## config.mk

```make
export PLATFORM = sky130hd
export DESIGN_NAME = amplitude_threshold_detect
export DESIGN_NICKNAME = d
export VERILOG_FILES = /design/src/verilog/amplitude_threshold_detect_pkg.sv /design/src/verilog/amplitude_threshold_detect.sv /design/src/verilog/dwell_timer.sv /design/src/verilog/detect_channel.sv
export SDC_FILE = /design/constraint.sdc
export NUM_CORES = 1
export LEC_CHECK = 0
export BUFFER_PORTS_ARGS = -buffer_cell sky130_fd_sc_hd__clkbuf_2
export CORE_UTILIZATION = 40
export CTS_CLUSTER_SIZE = 10
export DETAILED_ROUTE_END_ITERATION = 8
export GPL_ROUTABILITY_DRIVEN = 0
export PLACE_DENSITY = 0.67
export SLEW_MARGIN = 20
export SYNTH_ARGS = -nofsm -noshare
export SYNTH_HDL_FRONTEND = slang
export SYNTH_SLANG_ARGS = --single-unit
```

## constraint.sdc

```tcl
create_clock -name clock -period 4.2 [get_ports clock]
set_input_delay 0.63 -clock clock [delete_from_list [all_inputs] [get_ports clock]]
set_output_delay 0.63 -clock clock [all_outputs]
set_load 0.005 [all_outputs]
```

## src/verilog/amplitude_threshold_detect_pkg.sv

```systemverilog
// Constants, register map and carrier types of the amplitude threshold detector
package amplitude_threshold_detect_pkg;

    // ------------------------------------------------------------------
    // Sizes
    // ------------------------------------------------------------------
    localparam int ADDR_W  = 16;
    localparam int DATA_W  = 32;
    localparam int THR_W   = 13;
    localparam int DWELL_W = 16;
    localparam int NUM_CH  = 2;
    localparam int IRQ_W   = 2 * NUM_CH;

    // ------------------------------------------------------------------
    // Register indices (byte address is four times the index)
    // ------------------------------------------------------------------
    localparam logic [9:0] IDX_CTRL       = 10'h245;
    localparam logic [9:0] IDX_UP_LO      = 10'h247;
    localparam logic [9:0] IDX_UP_HI      = 10'h248;
    localparam logic [9:0] IDX_LO_LO      = 10'h249;
    localparam logic [9:0] IDX_LO_HI      = 10'h24A;
    localparam logic [9:0] IDX_DW_LO      = 10'h24B;
    localparam logic [9:0] IDX_DW_HI      = 10'h24C;
    localparam logic [9:0] IDX_IRQ_STATUS = 10'h300;
    localparam logic [9:0] IDX_IRQ_MASK   = 10'h301;

    // Channel window select and address layout
    localparam int CH_SEL_BIT  = 12;
    localparam int IDX_LSB     = 2;
    localparam int IDX_MSB     = 11;

    // ------------------------------------------------------------------
    // Field positions, masks and reset values
    // ------------------------------------------------------------------
    localparam int         CTRL_FORCE_BIT = 3;
    localparam int         CTRL_FVAL_BIT  = 2;
    localparam int         CTRL_EN_BIT    = 0;
    localparam logic [7:0] CTRL_WR_MASK   = 8'h0D;
    localparam logic [7:0] HI_THR_MASK    = 8'h1F;
    localparam logic [7:0] FULL_MASK      = 8'hFF;
    localparam logic [7:0] REG_RESET      = 8'h00;
    localparam logic [IRQ_W-1:0] IRQ_RESET = 4'h0;

    // Event bit of channel n: rise at 2n, fall at 2n+1
    localparam int IRQ_RISE_OFS = 0;
    localparam int IRQ_FALL_OFS = 1;

    // ------------------------------------------------------------------
    // Types
    // ------------------------------------------------------------------
    typedef struct packed {
        logic [7:0] ctrl;
        logic [7:0] upLo;
        logic [7:0] upHi;
        logic [7:0] loLo;
        logic [7:0] loHi;
        logic [7:0] dwLo;
        logic [7:0] dwHi;
    } chanRegs_t;

    typedef struct packed {
        logic               enable;
        logic               forceOn;
        logic               forceVal;
        logic [THR_W-1:0]   upper;
        logic [THR_W-1:0]   lower;
        logic [DWELL_W-1:0] dwell;
    } chanCfg_t;

    typedef struct packed {
        logic alarm;
        logic rise;
        logic fall;
    } chanEvt_t;

    typedef enum logic [1:0] {
        ST_IDLE  = 2'b00,
        ST_ALARM = 2'b01,
        ST_DWELL = 2'b10
    } detState_t;

endpackage

```

## src/verilog/amplitude_threshold_detect.sv

```systemverilog
// Two-channel amplitude threshold detector with APB register file and interrupt
`timescale 1ns/1ps
module amplitude_threshold_detect
    import amplitude_threshold_detect_pkg::*;
(
    input  wire logic                          clock,               // 125 MHz sample clock
    input  wire logic                          arst_n,              // Async reset, active low
    input  wire logic [ADDR_W-1:0]             paddr,               // APB address
    input  wire logic                          psel,                // APB select
    input  wire logic                          penable,             // APB enable
    input  wire logic                          pwrite,              // APB write
    input  wire logic [DATA_W-1:0]             pwdata,              // APB write data
    input  wire logic [3:0]                    pstrb,               // APB byte strobes
    output logic [DATA_W-1:0]                  prdata,              // APB read data
    output logic                               pready,              // APB ready
    output logic                               pslverr,             // APB error
    input  wire logic [NUM_CH-1:0][THR_W-1:0]  sampleMag,           // Fine magnitude per channel
    input  wire logic [NUM_CH-1:0]             sampleValid,         // Magnitude valid per channel
    output logic                               level_alarm_out_ch1, // Detect pin, channel 1
    output logic                               level_alarm_out_ch2, // Detect pin, channel 2
    output logic                               irq                  // Level interrupt, active high
);

    // ------------------------------------------------------------------
    // Bus decode
    // ------------------------------------------------------------------
    logic                  setupPhase;
    logic                  accessPhase;
    logic [9:0]            regIdx;
    logic                  chSel;
    logic                  addrOk;
    logic                  isGlobal;
    logic                  isLocal;
    logic                  wrLane0;
    logic [7:0]            wrByte;

    assign setupPhase  = psel && !penable;
    assign accessPhase = psel && penable;
    assign regIdx      = paddr[IDX_MSB:IDX_LSB];
    assign chSel       = paddr[CH_SEL_BIT];
    assign addrOk      = (paddr[1:0] == 2'b00) && (paddr[ADDR_W-1:CH_SEL_BIT+1] == '0);
    assign isGlobal    = addrOk && !chSel && ((regIdx == IDX_IRQ_STATUS) || (regIdx == IDX_IRQ_MASK));
    assign isLocal     = addrOk && ((regIdx == IDX_CTRL)  || (regIdx == IDX_UP_LO) ||
                                    (regIdx == IDX_UP_HI) || (regIdx == IDX_LO_LO) ||
                                    (regIdx == IDX_LO_HI) || (regIdx == IDX_DW_LO) ||
                                    (regIdx == IDX_DW_HI));
    assign wrLane0     = pstrb[0];
    assign wrByte      = pwdata[7:0];

    // ------------------------------------------------------------------
    // Setup-phase capture: read data and error are ready for access
    // ------------------------------------------------------------------
    chanRegs_t              regs_q [NUM_CH];
    logic [IRQ_W-1:0]       status_q;
    logic [IRQ_W-1:0]       mask_q;
    logic [IRQ_W-1:0]       evtSet;
    logic [IRQ_W-1:0]       rdClear_q;
    logic [DATA_W-1:0]      prdata_q;
    logic                   pslverr_q;
    logic [7:0]             rdByte;
    logic                   rdIsStatus;
    chanRegs_t              selRegs;

    assign selRegs    = regs_q[chSel];
    assign rdIsStatus = isGlobal && (regIdx == IDX_IRQ_STATUS);

    always_comb begin
        rdByte = 8'h00;
        if (isGlobal) begin
            if (regIdx == IDX_IRQ_STATUS) begin
                rdByte = {{(8-IRQ_W){1'b0}}, status_q};
            end else begin
                rdByte = {{(8-IRQ_W){1'b0}}, mask_q};
            end
        end else if (isLocal) begin
            case (regIdx)
                IDX_CTRL:  rdByte = selRegs.ctrl & CTRL_WR_MASK;
                IDX_UP_LO: rdByte = selRegs.upLo;
                IDX_UP_HI: rdByte = selRegs.upHi & HI_THR_MASK;
                IDX_LO_LO: rdByte = selRegs.loLo;
                IDX_LO_HI: rdByte = selRegs.loHi & HI_THR_MASK;
                IDX_DW_LO: rdByte = selRegs.dwLo;
                IDX_DW_HI: rdByte = selRegs.dwHi;
                default:   rdByte = 8'h00;
            endcase
        end
    end

    always_ff @(posedge clock or negedge arst_n) begin
        if (!arst_n) begin
            prdata_q  <= 32'h0000_0000;
            pslverr_q <= 1'b0;
            rdClear_q <= IRQ_RESET;
        end else if (setupPhase) begin
            prdata_q  <= {24'h00_0000, rdByte};
            pslverr_q <= !(isGlobal || isLocal);
            rdClear_q <= (!pwrite && rdIsStatus) ? status_q : IRQ_RESET;
        end
    end

    // Zero wait states: the access phase always completes at once
    assign pready  = accessPhase;
    assign prdata  = prdata_q;
    assign pslverr = accessPhase && pslverr_q;

    // ------------------------------------------------------------------
    // Channel register file
    // ------------------------------------------------------------------
    logic wrStrobe;

    assign wrStrobe = accessPhase && pwrite && !pslverr_q && wrLane0;

    for (genvar ch = 0; ch < NUM_CH; ch++) begin : g_regs
        logic wrCh;

        assign wrCh = wrStrobe && isLocal && (chSel == 1'(ch));

        always_ff @(posedge clock or negedge arst_n) begin
            if (!arst_n) begin
                regs_q[ch] <= {7{REG_RESET}};
            end else if (wrCh) begin
                case (regIdx)
                    IDX_CTRL:  regs_q[ch].ctrl <= wrByte & CTRL_WR_MASK;
                    IDX_UP_LO: regs_q[ch].upLo <= wrByte;
                    IDX_UP_HI: regs_q[ch].upHi <= wrByte & HI_THR_MASK;
                    IDX_LO_LO: regs_q[ch].loLo <= wrByte;
                    IDX_LO_HI: regs_q[ch].loHi <= wrByte & HI_THR_MASK;
                    IDX_DW_LO: regs_q[ch].dwLo <= wrByte;
                    IDX_DW_HI: regs_q[ch].dwHi <= wrByte;
                    default:   regs_q[ch]      <= regs_q[ch];
                endcase
            end
        end
    end

    // ------------------------------------------------------------------
    // Interrupt status and mask
    // ------------------------------------------------------------------
    logic wrMask;
    logic rdDone;

    assign wrMask = wrStrobe && isGlobal && (regIdx == IDX_IRQ_MASK);
    assign rdDone = accessPhase && !pwrite;

    always_ff @(posedge clock or negedge arst_n) begin
        if (!arst_n) begin
            mask_q <= IRQ_RESET;
        end else if (wrMask) begin
            mask_q <= wrByte[IRQ_W-1:0];
        end
    end

    // Only bits seen by the read are cleared; a new event wins
    always_ff @(posedge clock or negedge arst_n) begin
        if (!arst_n) begin
            status_q <= IRQ_RESET;
        end else if (rdDone) begin
            status_q <= (status_q & ~rdClear_q) | evtSet;
        end else begin
            status_q <= status_q | evtSet;
        end
    end

    always_ff @(posedge clock or negedge arst_n) begin
        if (!arst_n) begin
            irq <= 1'b0;
        end else begin
            irq <= |(status_q & mask_q);
        end
    end

    // ------------------------------------------------------------------
    // Detection channels
    // ------------------------------------------------------------------
    chanEvt_t [NUM_CH-1:0] evt;

    for (genvar ch = 0; ch < NUM_CH; ch++) begin : g_chan
        chanCfg_t cfg;

        assign cfg.enable   = regs_q[ch].ctrl[CTRL_EN_BIT];
        assign cfg.forceOn  = regs_q[ch].ctrl[CTRL_FORCE_BIT];
        assign cfg.forceVal = regs_q[ch].ctrl[CTRL_FVAL_BIT];
        assign cfg.upper    = {regs_q[ch].upHi[THR_W-9:0], regs_q[ch].upLo};
        assign cfg.lower    = {regs_q[ch].loHi[THR_W-9:0], regs_q[ch].loLo};
        assign cfg.dwell    = {regs_q[ch].dwHi, regs_q[ch].dwLo};

        detect_channel u_chan (
            .clock       (clock),
            .arst_n      (arst_n),
            .cfg         (cfg),
            .magnitude   (sampleMag[ch]),
            .sampleValid (sampleValid[ch]),
            .evt         (evt[ch])
        );

        assign evtSet[2*ch+IRQ_RISE_OFS] = evt[ch].rise;
        assign evtSet[2*ch+IRQ_FALL_OFS] = evt[ch].fall;
    end

    assign level_alarm_out_ch1 = evt[0].alarm;
    assign level_alarm_out_ch2 = evt[1].alarm;

endmodule

```

## src/verilog/dwell_timer.sv

```systemverilog
// Counter of consecutive below-threshold samples against a dwell target
`timescale 1ns/1ps
module dwell_timer
    import amplitude_threshold_detect_pkg::*;
#(
    parameter int WIDTH = DWELL_W
) (
    input  wire logic             clock,   // Sample clock
    input  wire logic             arst_n,  // Async reset, active low
    input  wire logic             clear,   // Restart the count
    input  wire logic             step,    // Count one more sample
    input  wire logic [WIDTH-1:0] target,  // Dwell target value, compared with the count
    output logic                  hit      // This sample completes the dwell
);

    logic [WIDTH-1:0] count_q;

    // A target of zero behaves as one sample
    assign hit = ({1'b0, count_q} + {{WIDTH{1'b0}}, 1'b1}) >= {1'b0, target};

    always_ff @(posedge clock or negedge arst_n) begin
        if (!arst_n) begin
            count_q <= '0;
        end else if (clear) begin
            count_q <= '0;
        end else if (step && (count_q != {WIDTH{1'b1}})) begin
            count_q <= count_q + {{(WIDTH-1){1'b0}}, 1'b1};
        end
    end

endmodule

```

## src/verilog/detect_channel.sv

```systemverilog
// One channel of threshold detection with dwell release and pin override
`timescale 1ns/1ps
module detect_channel
    import amplitude_threshold_detect_pkg::*;
(
    input  wire logic             clock,       // Sample clock
    input  wire logic             arst_n,      // Async reset, active low
    input  wire chanCfg_t         cfg,         // Channel configuration
    input  wire logic [THR_W-1:0] magnitude,   // Fine sample magnitude
    input  wire logic             sampleValid, // Magnitude valid this cycle
    output chanEvt_t              evt          // Pin level and event pulses
);

    detState_t state_q;
    detState_t state_d;
    logic      active;
    logic      above;
    logic      below;
    logic      hit;
    logic      rise_d;
    logic      fall_d;
    logic      pin_q;
    logic      rise_q;
    logic      fall_q;

    assign active = cfg.enable && !cfg.forceOn;
    assign above  = sampleValid && (magnitude > cfg.upper);
    assign below  = sampleValid && (magnitude < cfg.lower);

    dwell_timer #(
        .WIDTH (DWELL_W)
    ) u_dwell (
        .clock  (clock),
        .arst_n (arst_n),
        .clear  (!active || (state_q == ST_IDLE) || (sampleValid && !below)),
        .step   (below),
        .target (cfg.dwell),
        .hit    (hit)
    );

    always_comb begin
        state_d = state_q;
        rise_d  = 1'b0;
        fall_d  = 1'b0;
        if (!active) begin
            state_d = ST_IDLE;
        end else begin
            case (state_q)
                ST_IDLE: begin
                    if (above) begin
                        state_d = ST_ALARM;
                        rise_d  = 1'b1;
                    end
                end
                ST_ALARM, ST_DWELL: begin
                    if (below && hit) begin
                        state_d = ST_IDLE;
                        fall_d  = 1'b1;
                    end else if (below) begin
                        state_d = ST_DWELL;
                    end else if (sampleValid) begin
                        state_d = ST_ALARM;
                    end
                end
                default: begin
                    state_d = ST_IDLE;
                end
            endcase
        end
    end

    always_ff @(posedge clock or negedge arst_n) begin
        if (!arst_n) begin
            state_q <= ST_IDLE;
        end else begin
            state_q <= state_d;
        end
    end

    always_ff @(posedge clock or negedge arst_n) begin
        if (!arst_n) begin
            pin_q  <= 1'b0;
            rise_q <= 1'b0;
            fall_q <= 1'b0;
        end else begin
            pin_q  <= cfg.forceOn ? cfg.forceVal : (state_d != ST_IDLE);
            rise_q <= rise_d;
            fall_q <= fall_d;
        end
    end

    assign evt.alarm = pin_q;
    assign evt.rise  = rise_q;
    assign evt.fall  = fall_q;

endmodule

```

==> results of run 1 <==
-- where the power goes --
part           internal (mW)  switching [mW]
clock                   1.07           0.646
sequential              1.49         0.00210
combinational         0.0730           0.158
-- worst max-delay path: stages (launching register included) --
cell	delay, ps
dfrtp_1	440
nand3_1	210
nor3_1	460
and3_1	300
nand3_1	190
or2_2	380
xnor2_1	150
ha_1	300
nand4_1	130
nor3_1	250
o31a_1	180
o41ai_1	70
and3_1	170
a32oi_1	270
nand4_1	120
-- state kept, by name, summed over array words and instances (netlist names) --
register                       flops
g_chan.u_chan.fall_q               2
g_chan.u_chan.u_dwell.count_q     32
mask_q                             4
g_chan.u_chan.state_q              4
g_chan.cfg                        90
rdClear_q                          4
status_q                           4
irq                                1
pslverr_q                          1
g_chan.u_chan.pin_q                2
g_chan.u_chan.rise_q               2
prdata                             8
-- path summary, 6_finish.rpt --
check                                         endpoint  cells after the start
worst max-delay path            g_chan[1].u_chan.pin_q                     14
worst min-delay path                       status_q[3]                      1
worst max register to register  g_chan[1].u_chan.pin_q                     14
worst min register to register             status_q[2]                      1
max in group asynchronous            g_chan[0].cfg[34]                      2
min in group clock                         status_q[2]                      1
-- final cells by class --
type / count / area, sq um
Fill cell: 2328 / 13190
Multi-Input combinational cell: 776 / 5597
Sequential cell: 154 / 3854
Timing Repair Buffer: 81 / 451.7
Clock buffer: 18 / 439.2
Tap cell: 324 / 405.4
Inverter: 102 / 382.9
Clock inverter: 14 / 219.0
-- layer usage --
metal / track usage / share of wire / vias up / routed length [microns]
met3: 0.03357 / 0.048 / 49 / 1267
met1: 0.2739 / 0.44 / 3954 / 11620
met2: 0.3656 / 0.49 / 253 / 12970
li1: - / - / 3931 / -
met4: 0.06218 / 0.024 / 0 / 626
met5: 0 / 0 / - / 0
-- through the flow --
| step | hold WS (ps) | total power [mW] | worst slack [ps] | std cells |
|---|---|---|---|---|
| 6_report | 300.8 | 3.437 | 467.7 | 1469 |
| 2_1_floorplan | 334.4 | 1.649 | 1048 | 1093 |
| 3_5_place_dp | 418.4 | 1.745 | 537.9 | 1437 |
| 5_1_grt | 368.0 | 3.541 | 153.9 | 1469 |
| 4_1_cts | 359.5 | 3.447 | 527.0 | 1469 |
| 3_3_place_gp | 410.6 | 1.739 | 591.2 | 1437 |
-- layout by cell type, fill, tap and decap left out, types with 20 or more instances in the layout --
cell type  count
or4_1         20
inv_1        102
nand3_1       29
o31ai_1       24
nor2_1        40
o21ai_0       68
nand2_1      107
nand4_1       20
ha_1          88
conb_1        24
a21oi_1       64
clkbuf_2      69
dfrtp_1      154
mux2_2        64
-- kinds of logic (layout without fill, tap and decap cells) --
kind of cell               count (synthesis)  after routing  synth area share
DFF                                      154            154            0.3823
AOI/OAI and AO/OA                        237            237            0.1497
other                                      1             24         0.0003720
adders and majority gates                 88             88            0.1092
muxes                                     81             81           0.08900
xor gates and xnor gates                  28             28           0.02433
buffers and inverters                    163            215           0.07212
and+or+nand+nor                          318            318            0.1729
==> summary.md, run 1 <==
| Metric | Value |
|---|---|
| Run status | completed |
| CP startpoint | g_chan[1].u_chan.u_dwell.count_q[2] |
| Critical path data arrival time | 4030 ps |
| Synthesized cell area | 0.01008 sq mm |
| CP Max Fanout | 6 |
| First-pass iteration count of the detailed router | 6 |
| Area Growth Syn to Fin | 12.59% |
| Number of setup buffers added after CTS | 0 |
| Reg clk slew, reported paths | 60 ps |
| CTS Buf Count | 17 |
| HPWL after detailed placement | 19960 microns |
| Ys Warns | 0 |
| R2r startpoint | g_chan[1].u_chan.u_dwell.count_q[2] |
| DRC Markers | 0 |
| Gr ovfl total | 0 |
| Clk sinks | 154 |
| Fin crit period | 3732 ps |
| Leak | 5.287 nW |
| First-pass GRT wire length | 42900 microns |
| Leading area contributor after synthesis | dfrtp_1 |
| Post-synth EDFFs | 0 |
| 1st-iter DRT viols | 566 |
| Commonest cells post-synth | dfrtp_1 (154), nand2_1 (107), inv_1 (102) |
| Die Footprint | 0.02584 sq mm |
| Buffers on Ports | 70 |
| Clk Latency, worst-skew pair | 430 ps |
| Pin count of the biggest net entering global routing | 98 |
| Critical path data required time | 4490 ps |
| Htree depth | 4 |
| Avg Cell Area, Syn | 9.420 sq um |
| TritonCTS clock tree | yes |
| FMAX | 267.9 MHz |
| Tightest Hold Check Type | in -> async |
| RSZ-0062 raised after global routing | false |
| Synth cell types | 64 |
| IO Count | 122 |
| Antenna diode count | 0 |
| Resized Gates After CTS | 0 |
| Num rows | 57 |
| Final setup viols | 0 |
| Core ar. | 0.02453 sq mm |
| Yosys reg bits | 154 |
| Clk_skew | 10.42 ps |
| Max VDD drop | 252.6 uV |
| Worst-Margin Slew | 913.7 ps |
| Dpl cell area | 0.01069 sq mm |
| GRT Total Usage | 0.2123 |
| Synth async-reset ratio | 1.000 |
| Layout cell share with drive strength beyond 1 | 0.1764 |
| Reg2Reg Setup Slack | 470 ps |
| Slew margin rel. | 0.3909 |
| Starting Density | 0.4109 |
| Share of the synthesized area in the top cell type | 0.3823 |
| Root buf cell | clkbuf_16 |
| Via/cell ratio | 5.573 |
| Register area share after synthesis | 0.3823 |
| Final core utilization | 0.4626 |
| Pwr Density | 302.9 mW/mm^2 |
| Crit path kind | reg -> reg |
| Detail Route Antenna Nets | 0 |
| Cells after Synth | 1070 |
| Setup TNS Final | 0 ps |
| CP Capture Type | flip-flop |
| Tcrit/Tclk final | 0.8886 |
| # hold bufs at CTS | 0 |
| Hold Fails Final Rpt | 0 |
| CP startpoint kind | flip-flop |
| Via Count | 8187 |
| Final WL | 26490 microns |
| Ys flop type | dfrtp_1 |
| Nets | 1305 |
| Fin area | 0.01135 sq mm |
| Max Slew Vio Count | 0 |
| Die W | 160.7 microns |
| Vias in the first global route | 8124 |
| Most frequent cell after synthesis | dfrtp_1 |
| MaxCap Viol Count | 0 |
| Initial antenna violation count | 0 |
| Die H | 160.7 microns |
| WL per Instance | 18.03 microns |
| Ranking of synthesized cells by area | dfrtp_1 (38%), ha_1 (11%), mux2_2 (7.1%) |
| CTS Buffer Depth | 2 |
Power figures use the tool's default switching activity.
==> run 2: changes to the inputs <==
PLACE_DENSITY = 0.7   (was 0.67)
clock period = 3.08 ns   (was 4.2 ns; I/O delays follow)
==> run 2 against run 1 <==
Clock power up 23%. Power up 30%. Critical path depth up 1. Non-clock buffer count up 54. Flip-flop and latch count unchanged. Clock skew down 2.1 ps. Via count up 2.9%.
==> summary.md, run 2 (same netlist as run 1, synthesis figures left out) <==
| Metric | Value |
|---|---|
| CTS Buf Count | 17 (unchanged) |
| Most frequent CP cell | nand4_1 |
| Max Slew Vio Count | 0 (unchanged) |
| Slew margin rel. | 0.5240 (was 0.3909) |
| Most common cell after layout, fill and taps aside | dfrtp_1 (unchanged) |
| Final setup viols | 0 (unchanged) |
| Via/cell ratio | 5.528 (was 5.573) |
| Nets | 1359 (was 1305) |
| Fillers | 2283 (was 2328) |
| RSZ-0062 raised after global routing | true (was false) |
| Critical path data arrival time | 3360 ps (was 4030 ps) |
| Setup TNS Final | 0 ps (unchanged) |
| Gr ovfl total | 0 (unchanged) |
| Hold Fails Final Rpt | 0 (unchanged) |
| Clk Latency, worst-skew pair | 440 ps (was 430 ps) |
| Num rows | 57 (unchanged) |
| GRT Total Usage | 0.2129 (was 0.2123) |
| Die H | 160.7 microns (unchanged) |
| Leak | 5.558 nW (was 5.287 nW) |
| 1st-iter DRT viols | 645 (was 566) |
| Dpl cell area | 0.01103 sq mm (was 0.01069 sq mm) |
| Run status | completed (unchanged) |
| Buffers on Ports | 70 (unchanged) |
| Max reg flops | 90 (unchanged) |
| CP startpoint kind | flip-flop (unchanged) |
| Area Growth Syn to Fin | 16.62% (was 12.59%) |
| Final hold slack | 46.44 ps (was 300.8 ps) |
| CTS Buffer Depth | 2 (unchanged) |
| Layout cell share with drive strength beyond 1 | 0.2227 (was 0.1764) |
| Fin area | 0.01176 sq mm (was 0.01135 sq mm) |
| Footprint of the multi-input gates | 0.005665 sq mm (was 0.005597 sq mm) |
| Detail Route Antenna Nets | 0 (unchanged) |
| Crit-path cells | ha_2 -> and3_4 -> nand4_1 -> nor2_2 -> nand3_1 -> buf_4 -> xnor2_1 -> ha_1 -> nand4_1 -> nor3_2 -> o31a_1 -> o41ai_1 -> and3_1 -> a32oi_2 -> nand4_1 (was nand3_1 -> nor3_1 -> and3_1 -> nand3_1 -> or2_2 -> xnor2_1 -> ha_1 -> nand4_1 -> nor3_1 -> o31a_1 -> o41ai_1 -> and3_1 -> a32oi_1 -> nand4_1) |
| CP Max Fanout | 5 (was 6) |
| Core ar. | 0.02453 sq mm (unchanged) |
| First-pass GRT wire length | 43330 microns (was 42900 microns) |
| Htree depth | 4 (unchanged) |
| Clk_skew | 8.320 ps (was 10.42 ps) |
| R2R depth | 15 (was 14) |
| Tightest Hold Check Type | in -> async (unchanged) |
| Max VDD drop | 390.1 uV (was 252.6 uV) |
| Fin crit period | 3055 ps (was 3732 ps) |
| First-pass iteration count of the detailed router | 7 (was 6) |
| Pwr Density | 379.7 mW/mm^2 (was 302.9 mW/mm^2) |
| Critical path data required time | 3390 ps (was 4490 ps) |
| Die Footprint | 0.02584 sq mm (unchanged) |
| Initial antenna violation count | 0 (unchanged) |
| Pin count of the biggest net entering global routing | 76 (was 98) |
| Via Count | 8424 (was 8187) |
| Tcrit/Tclk final | 0.9920 (was 0.8886) |
| Reg clk slew, reported paths | 60 ps (about the same) |
| Die W | 160.7 microns (unchanged) |
| Vias in the first global route | 8395 (was 8124) |
| Worst-path cell with the longest stage delay | dfrtp_1 (was nor3_1) |
| Fin worst setup slack | 24.62 ps (was 467.7 ps) |
| FMAX | 327.3 MHz (was 267.9 MHz) |
| Clk sinks | 154 (unchanged) |
| TritonCTS clock tree | yes (unchanged) |
| DRC Markers | 0 (unchanged) |
| CP Capture Type | flip-flop (unchanged) |
| Final core utilization | 0.4791 (was 0.4626) |
| HPWL after detailed placement | 20290 microns (was 19960 microns) |
| WL per Instance | 17.61 microns (was 18.03 microns) |
| # hold bufs at CTS | 0 (unchanged) |
| Crit path kind | reg -> reg (unchanged) |
| Reg2Reg Setup Slack | 20 ps (was 470 ps) |
| Root buf cell | clkbuf_16 (unchanged) |
| Pre-CTS setup slack | -44.50 ps (was 537.9 ps) |
| MaxCap Viol Count | 0 (unchanged) |
| R2r startpoint | g_chan[1].u_chan.u_dwell.count_q[0] (was g_chan[1].u_chan.u_dwell.count_q[2]) |
| Worst-Margin Slew | 711.9 ps (was 913.7 ps) |
| FF+latch area | 0.003854 sq mm (unchanged) |
| Starting Density | 0.4109 (unchanged) |
| Final WL | 26840 microns (was 26490 microns) |
| CP max stage delay | 400 ps (was 460 ps) |
| IO Count | 122 (unchanged) |
| Most frequent cells in the layout | dfrtp_1 (154), nand2_1 (107), inv_1 (102), ha_1 (87), clkbuf_2 (69) (was dfrtp_1 (154), nand2_1 (107), inv_1 (102), ha_1 (88), clkbuf_2 (69)) |
| Crit Reg-Reg Endpoint | g_chan[1].u_chan.pin_q (unchanged) |
==> run 2: cell count changes in the layout (fill, tap and decap cells not counted), sizes merged <==
cell,delta
diode,+1
clkbuf,+2
bufinv,-3
clkinv,+3
buf,+54
inv,+1
clkinvlp,-3
==> run 2: per-layer routing <==
layer,routed length (microns),global-route usage,share of wire,vias up
li1,-,-,-,4055
met1,11520,0.2656,0.43,4080
met2,13200,0.3664,0.49,238
met3,1292,0.03357,0.048,51
met4,834,0.08662,0.031,0
met5,0,0,0,-
==> run 2: area by class of cell <==
class | count | share of cell area
repair buffers | 135 | 0.07291
clock inverters | 12 | 0.01203
diodes | 1 | 0.0002129
inverters | 102 | 0.03257
multi-input cells | 776 | 0.4820
flip-flops and latches | 154 | 0.3278
clock buffers | 20 | 0.03800
well taps | 324 | 0.03449
==> run 2: worst max path at each step <==
stage                                                   start                endpoint  slack [ps]  depth (start not counted)
after CTS                 g_chan[1].u_chan.u_dwell.count_q[0]  g_chan[1].u_chan.pin_q         -10                         15
after floorplan           g_chan[1].u_chan.u_dwell.count_q[2]  g_chan[1].u_chan.pin_q          20                         14
after global placement    g_chan[0].u_chan.u_dwell.count_q[0]  g_chan[0].u_chan.pin_q          40                         14
after global routing      g_chan[1].u_chan.u_dwell.count_q[6]  g_chan[1].u_chan.pin_q        -210                         14
after detailed placement  g_chan[1].u_chan.u_dwell.count_q[0]  g_chan[1].u_chan.pin_q         -40                         15
final                     g_chan[1].u_chan.u_dwell.count_q[0]  g_chan[1].u_chan.pin_q          20                         15
==> run 2: stage by stage <==
step	instances	total power [mW]
6_report	1524	4.464
3_5_place_dp	1482	2.384
3_3_place_gp	1482	2.377
2_1_floorplan	1093	2.248
4_1_cts	1517	4.479
5_1_grt	1523	4.593
==> run 2: power by group <==
part / total, mW / switching (mW) / internal [mW]
Combinational: 0.321 / 0.219 / 0.102
Clock: 2.11 / 0.891 / 1.22
Sequential: 2.03 / 0.00284 / 2.03
Total: 4.46 / 1.11 / 3.35
==> run 2: worst max-delay path: cells and delay by family (launching register included) <==
kind / cells / cell delay [ps]
AND/OR/NAND/NOR: 8 / 1250
adder cells (fa/ha/maj): 2 / 520
AO/OA/AOI/OAI: 3 / 440
flip-flops: 1 / 400
buffers and inverters: 1 / 180
XOR/XNOR: 1 / 140
==> run 2: what timing repair did <==
| item | CTS | global route |
|---|---|---|
| setup endpoints to repair | 3 | 6 |
| resized for setup | 2 | 11 |
| setup buffers | 3 | 6 |
| pin swaps | 5 | 10 |
==> run 3: changes to the inputs <==
CORE_ASPECT_RATIO = 1.2   (was not set)
PLACE_DENSITY = 0.67   (was 0.7)
SYNTH_HIERARCHICAL = 1   (was not set)
clock period = 3.3 ns   (was 3.08 ns; I/O delays follow)
==> run 3 against run 2 <==
Sequential power decreased by 7%. Clock skew up 2.4 ps. Global-route usage decreased by 0.62 points. Clock-buffer cell count did not move. Synthesized cell count fell by 4.2%. Worst setup slack better by 29 ps. First-iteration DRC count shrank 12%. Via count is 4.0% lower. Utilization is 0.80 points lower. Flip-flop and latch count is the same. Final cell count decreased by 4.0%. Critical endpoint is now g_chan[1].u_chan/pin_q. Largest power group unchanged.
==> summary.md, run 3 <==
| Metric | Value |
|---|---|
| Yosys reg bits | 154 (unchanged) |
| Fin area | 0.01211 sq mm (was 0.01176 sq mm) |
| Ranking of synthesized cells by area | dfrtp_1 (37%), ha_1 (10%), mux2_2 (10%) (was dfrtp_1 (38%), ha_1 (11%), mux2_2 (7.1%)) |
| Most frequent cell after synthesis | dfrtp_1 (unchanged) |
| Clk_skew | 10.70 ps (was 8.320 ps) |
| Slew margin rel. | 0.4576 (was 0.5240) |
| Leak | 5.604 nW (was 5.558 nW) |
| Worst-Margin Slew | 806.2 ps (was 711.9 ps) |
| Initial antenna violation count | 0 (unchanged) |
| Placed cell count | 1429 (was 1482) |
| Crit-path cells | nand3_4 -> or4_4 -> buf_4 -> or3_4 -> xnor2_1 -> ha_1 -> a221oi_2 -> o21ai_1 -> nand3b_1 -> nor4_1 -> a22oi_1 -> nor4b_2 -> nor2_1 (was ha_2 -> and3_4 -> nand4_1 -> nor2_2 -> nand3_1 -> buf_4 -> xnor2_1 -> ha_1 -> nand4_1 -> nor3_2 -> o31a_1 -> o41ai_1 -> and3_1 -> a32oi_2 -> nand4_1) |
| Non-filler cells, final | 1463 (was 1524) |
| Via/cell ratio | 5.527 (was 5.528) |
| Gr ovfl total | 0 (unchanged) |
| IO Count | 122 (unchanged) |
| Critical path data arrival time | 3610 ps (was 3360 ps) |
| Max VDD drop | 279.4 uV (was 390.1 uV) |
| Fin crit period | 3247 ps (was 3055 ps) |
| XOR/XNOR Fraction of Synth Area | 0.02826 (was 0.02433) |
| CP startpoint kind | flip-flop (unchanged) |
| Share of the synthesized area in the top cell type | 0.3657 (was 0.3823) |
| Final core utilization | 0.4711 (was 0.4791) |
| Final WL | 26940 microns (was 26840 microns) |
| CTS Buf Count | 17 (unchanged) |
| Synth async-reset ratio | 1.000 (unchanged) |
| CP max stage delay | 530 ps (was 400 ps) |
| Clk sinks | 154 (unchanged) |
| Mux contribution to synthesized area | 0.1594 (was 0.08900) |
| Crit path kind | reg -> reg (unchanged) |
| Critical path data required time | 3660 ps (was 3390 ps) |
| Area Growth Syn to Fin | 14.91% (was 16.62%) |
| Worst-path cell with the longest stage delay | or4_4 (was dfrtp_1) |
| Tightest Hold Check Type | in -> async (unchanged) |
| Num rows | 64 (was 57) |
| Pin count of the biggest net entering global routing | 84 (was 76) |
| Fin worst setup slack | 53.39 ps (was 24.62 ps) |
| Ys flop type | dfrtp_1 (unchanged) |
| Pre-CTS setup slack | 0.1601 ps (was -44.50 ps) |
| MaxCap Viol Count | 0 (unchanged) |
| Nets | 1293 (was 1359) |
| Synthesized cell area | 0.01054 sq mm (was 0.01008 sq mm) |
| WL per Instance | 18.42 microns (was 17.61 microns) |
| RSZ-0062 raised after global routing | true (unchanged) |
| Dpl cell area | 0.01135 sq mm (was 0.01103 sq mm) |
| Vias in the first global route | 8156 (was 8395) |
| Hold Fails Final Rpt | 0 (unchanged) |
| Die H | 179.8 microns (was 160.7 microns) |
| Commonest cells post-synth | dfrtp_1 (154), mux2_2 (97), inv_1 (92) (was dfrtp_1 (154), nand2_1 (107), inv_1 (102)) |
| CTS Buffer Depth | 2 (unchanged) |
| Via Count | 8086 (was 8424) |
| Max Slew Vio Count | 0 (unchanged) |
| CP Capture Type | flip-flop (unchanged) |
| Starting Density | 0.4100 (was 0.4109) |
| Avg Cell Area, Syn | 10.28 sq um (was 9.420 sq um) |
| Final hold slack | 115.7 ps (was 46.44 ps) |
| Final setup viols | 0 (unchanged) |
| GRT Total Usage | 0.2067 (was 0.2129) |
| Core ar. | 0.02570 sq mm (was 0.02453 sq mm) |
| Tcrit/Tclk final | 0.9838 (was 0.9920) |
| Htree depth | 4 (unchanged) |
| Pwr Density | 362.3 mW/mm^2 (was 379.7 mW/mm^2) |
| Register area share after synthesis | 0.3657 (was 0.3823) |
| Die Footprint | 0.02700 sq mm (was 0.02584 sq mm) |
| FMAX | 308.0 MHz (was 327.3 MHz) |
| First-pass iteration count of the detailed router | 5 (was 7) |
| Clk Latency, worst-skew pair | 430 ps (was 440 ps) |
| Simple-gate share of the synthesized area | 0.1613 (was 0.1729) |
| TritonCTS clock tree | yes (unchanged) |
| Max reg flops | 90 (unchanged) |
| Root buf cell | clkbuf_16 (unchanged) |
| Synth Area in Compound Gates | 0.1086 (was 0.1497) |
| Run status | completed (unchanged) |
| Die W | 150.2 microns (was 160.7 microns) |
| Largest family of logic cells by synthesized area | simple AND/OR/NAND/NOR gates (unchanged) |
| Synth cell types | 79 (was 64) |
| Fillers | 2349 (was 2283) |
| Buffers on Ports | 70 (unchanged) |
| Setup TNS Final | 0 ps (unchanged) |
| Reg clk slew, reported paths | 60 ps (about the same) |
| Tot Pwr | 4.388 mW (was 4.464 mW) |
| # hold bufs at CTS | 0 (unchanged) |
| HPWL after detailed placement | 20820 microns (was 20290 microns) |
| Cells after Synth | 1025 (was 1070) |
| 1st-iter DRT viols | 569 (was 645) |
| Detail Route Antenna Nets | 0 (unchanged) |
| First-pass GRT wire length | 43180 microns (was 43330 microns) |
| Ys Warns | 6 (was 0) |
| Antenna diode count | 0 (was 1) |
| Layout cell share with drive strength beyond 1 | 0.2824 (was 0.2227) |
| Most frequent cells in the layout | dfrtp_1 (150), mux2_2 (97), inv_1 (92), ha_1 (87), clkbuf_2 (69) (was dfrtp_1 (154), nand2_1 (107), inv_1 (102), ha_1 (87), clkbuf_2 (69)) |
| Leading area contributor after synthesis | dfrtp_1 (unchanged) |
| Most common cell after layout, fill and taps aside | dfrtp_1 (unchanged) |
| CP Max Fanout | 4 (was 5) |
| Adder-Cell Fraction of Synth Area | 0.1045 (was 0.1092) |
| DRC Markers | 0 (unchanged) |
| Post-synth EDFFs | 0 (unchanged) |
==> run 3: where the power goes <==
group          internal, mW  total, mW  switching, mW
clock                  1.40       2.20          0.799
sequential             1.89       1.89        0.00232
combinational         0.103      0.297          0.194
total                  3.39       4.39          0.996
==> run 3: what timing repair did <==
item / CTS / global route
pin swaps: 0 / 4
hold endpoints to repair: 0 / 0
resized for setup: 3 / 19
setup buffers: 0 / 2
endpoints found under the setup margin: 2 / 2
==> run 3: cell families after synthesis <==
family                   after synthesis
other                                  1
AND/OR/NAND/NOR                      275
buffers and inverters                158
multiplexers                         143
adder cells (fa/ha/maj)               88
flip-flops                           154
XOR/XNOR                              34
AO/OA/AOI/OAI                        172
==> run 3: final timing paths <==
| path | end | start | slack, ps | cells past startpoint |
|---|---|---|---|---|
| worst max-delay path | g_chan[1].u_chan/pin_q | g_chan[1].u_chan/u_dwell/count_q[2] | 50 | 13 |
| worst min-delay path | g_chan[1].u_chan/fall_q | arst_n | 120 | 1 |
| worst max register to register | g_chan[1].u_chan/pin_q | g_chan[1].u_chan/u_dwell/count_q[2] | 50 | 13 |
| worst min register to register | status_q[1] | g_chan[0].u_chan/fall_q | 430 | 1 |
| max in group asynchronous | g_chan[0].u_chan/u_dwell/count_q[2] | arst_n | 2280 | 2 |
| min in group clock | status_q[1] | g_chan[0].u_chan/fall_q | 430 | 1 |
==> run 3: final cells by class <==
type | count | area (sq um) | share of cell area
Tap cell | 330 | 412.9 | 0.03409
Sequential cell | 154 | 3859 | 0.3186
Timing Repair Buffer | 119 | 737.0 | 0.06085
Inverter | 92 | 345.3 | 0.02852
Clock inverter | 12 | 193.9 | 0.01601
Clock buffer | 20 | 466.7 | 0.03854
Multi-Input combinational cell | 736 | 6096 | 0.5034
==> run 3: critical path, delay by kind of cell, from the launching register on <==
kind | cells | cell delay [ps]
AOI/OAI and AO/OA | 3 | 470
DFF | 1 | 400
and+or+nand+nor | 7 | 1700
adders and majority gates | 1 | 310
buffers and inverters | 1 | 160
xor gates and xnor gates | 1 | 140
==> run 3: routing by layer <==
layer  wire, microns  part of all wire  vias up  GRT usage
met4            1042             0.039        0    0.08848
met3             906             0.034       64    0.02792
met1           11170              0.41     3953     0.2477
li1                -                 -     3845          -
met2           13830              0.51      224     0.3650
met5               0                 0        -          0
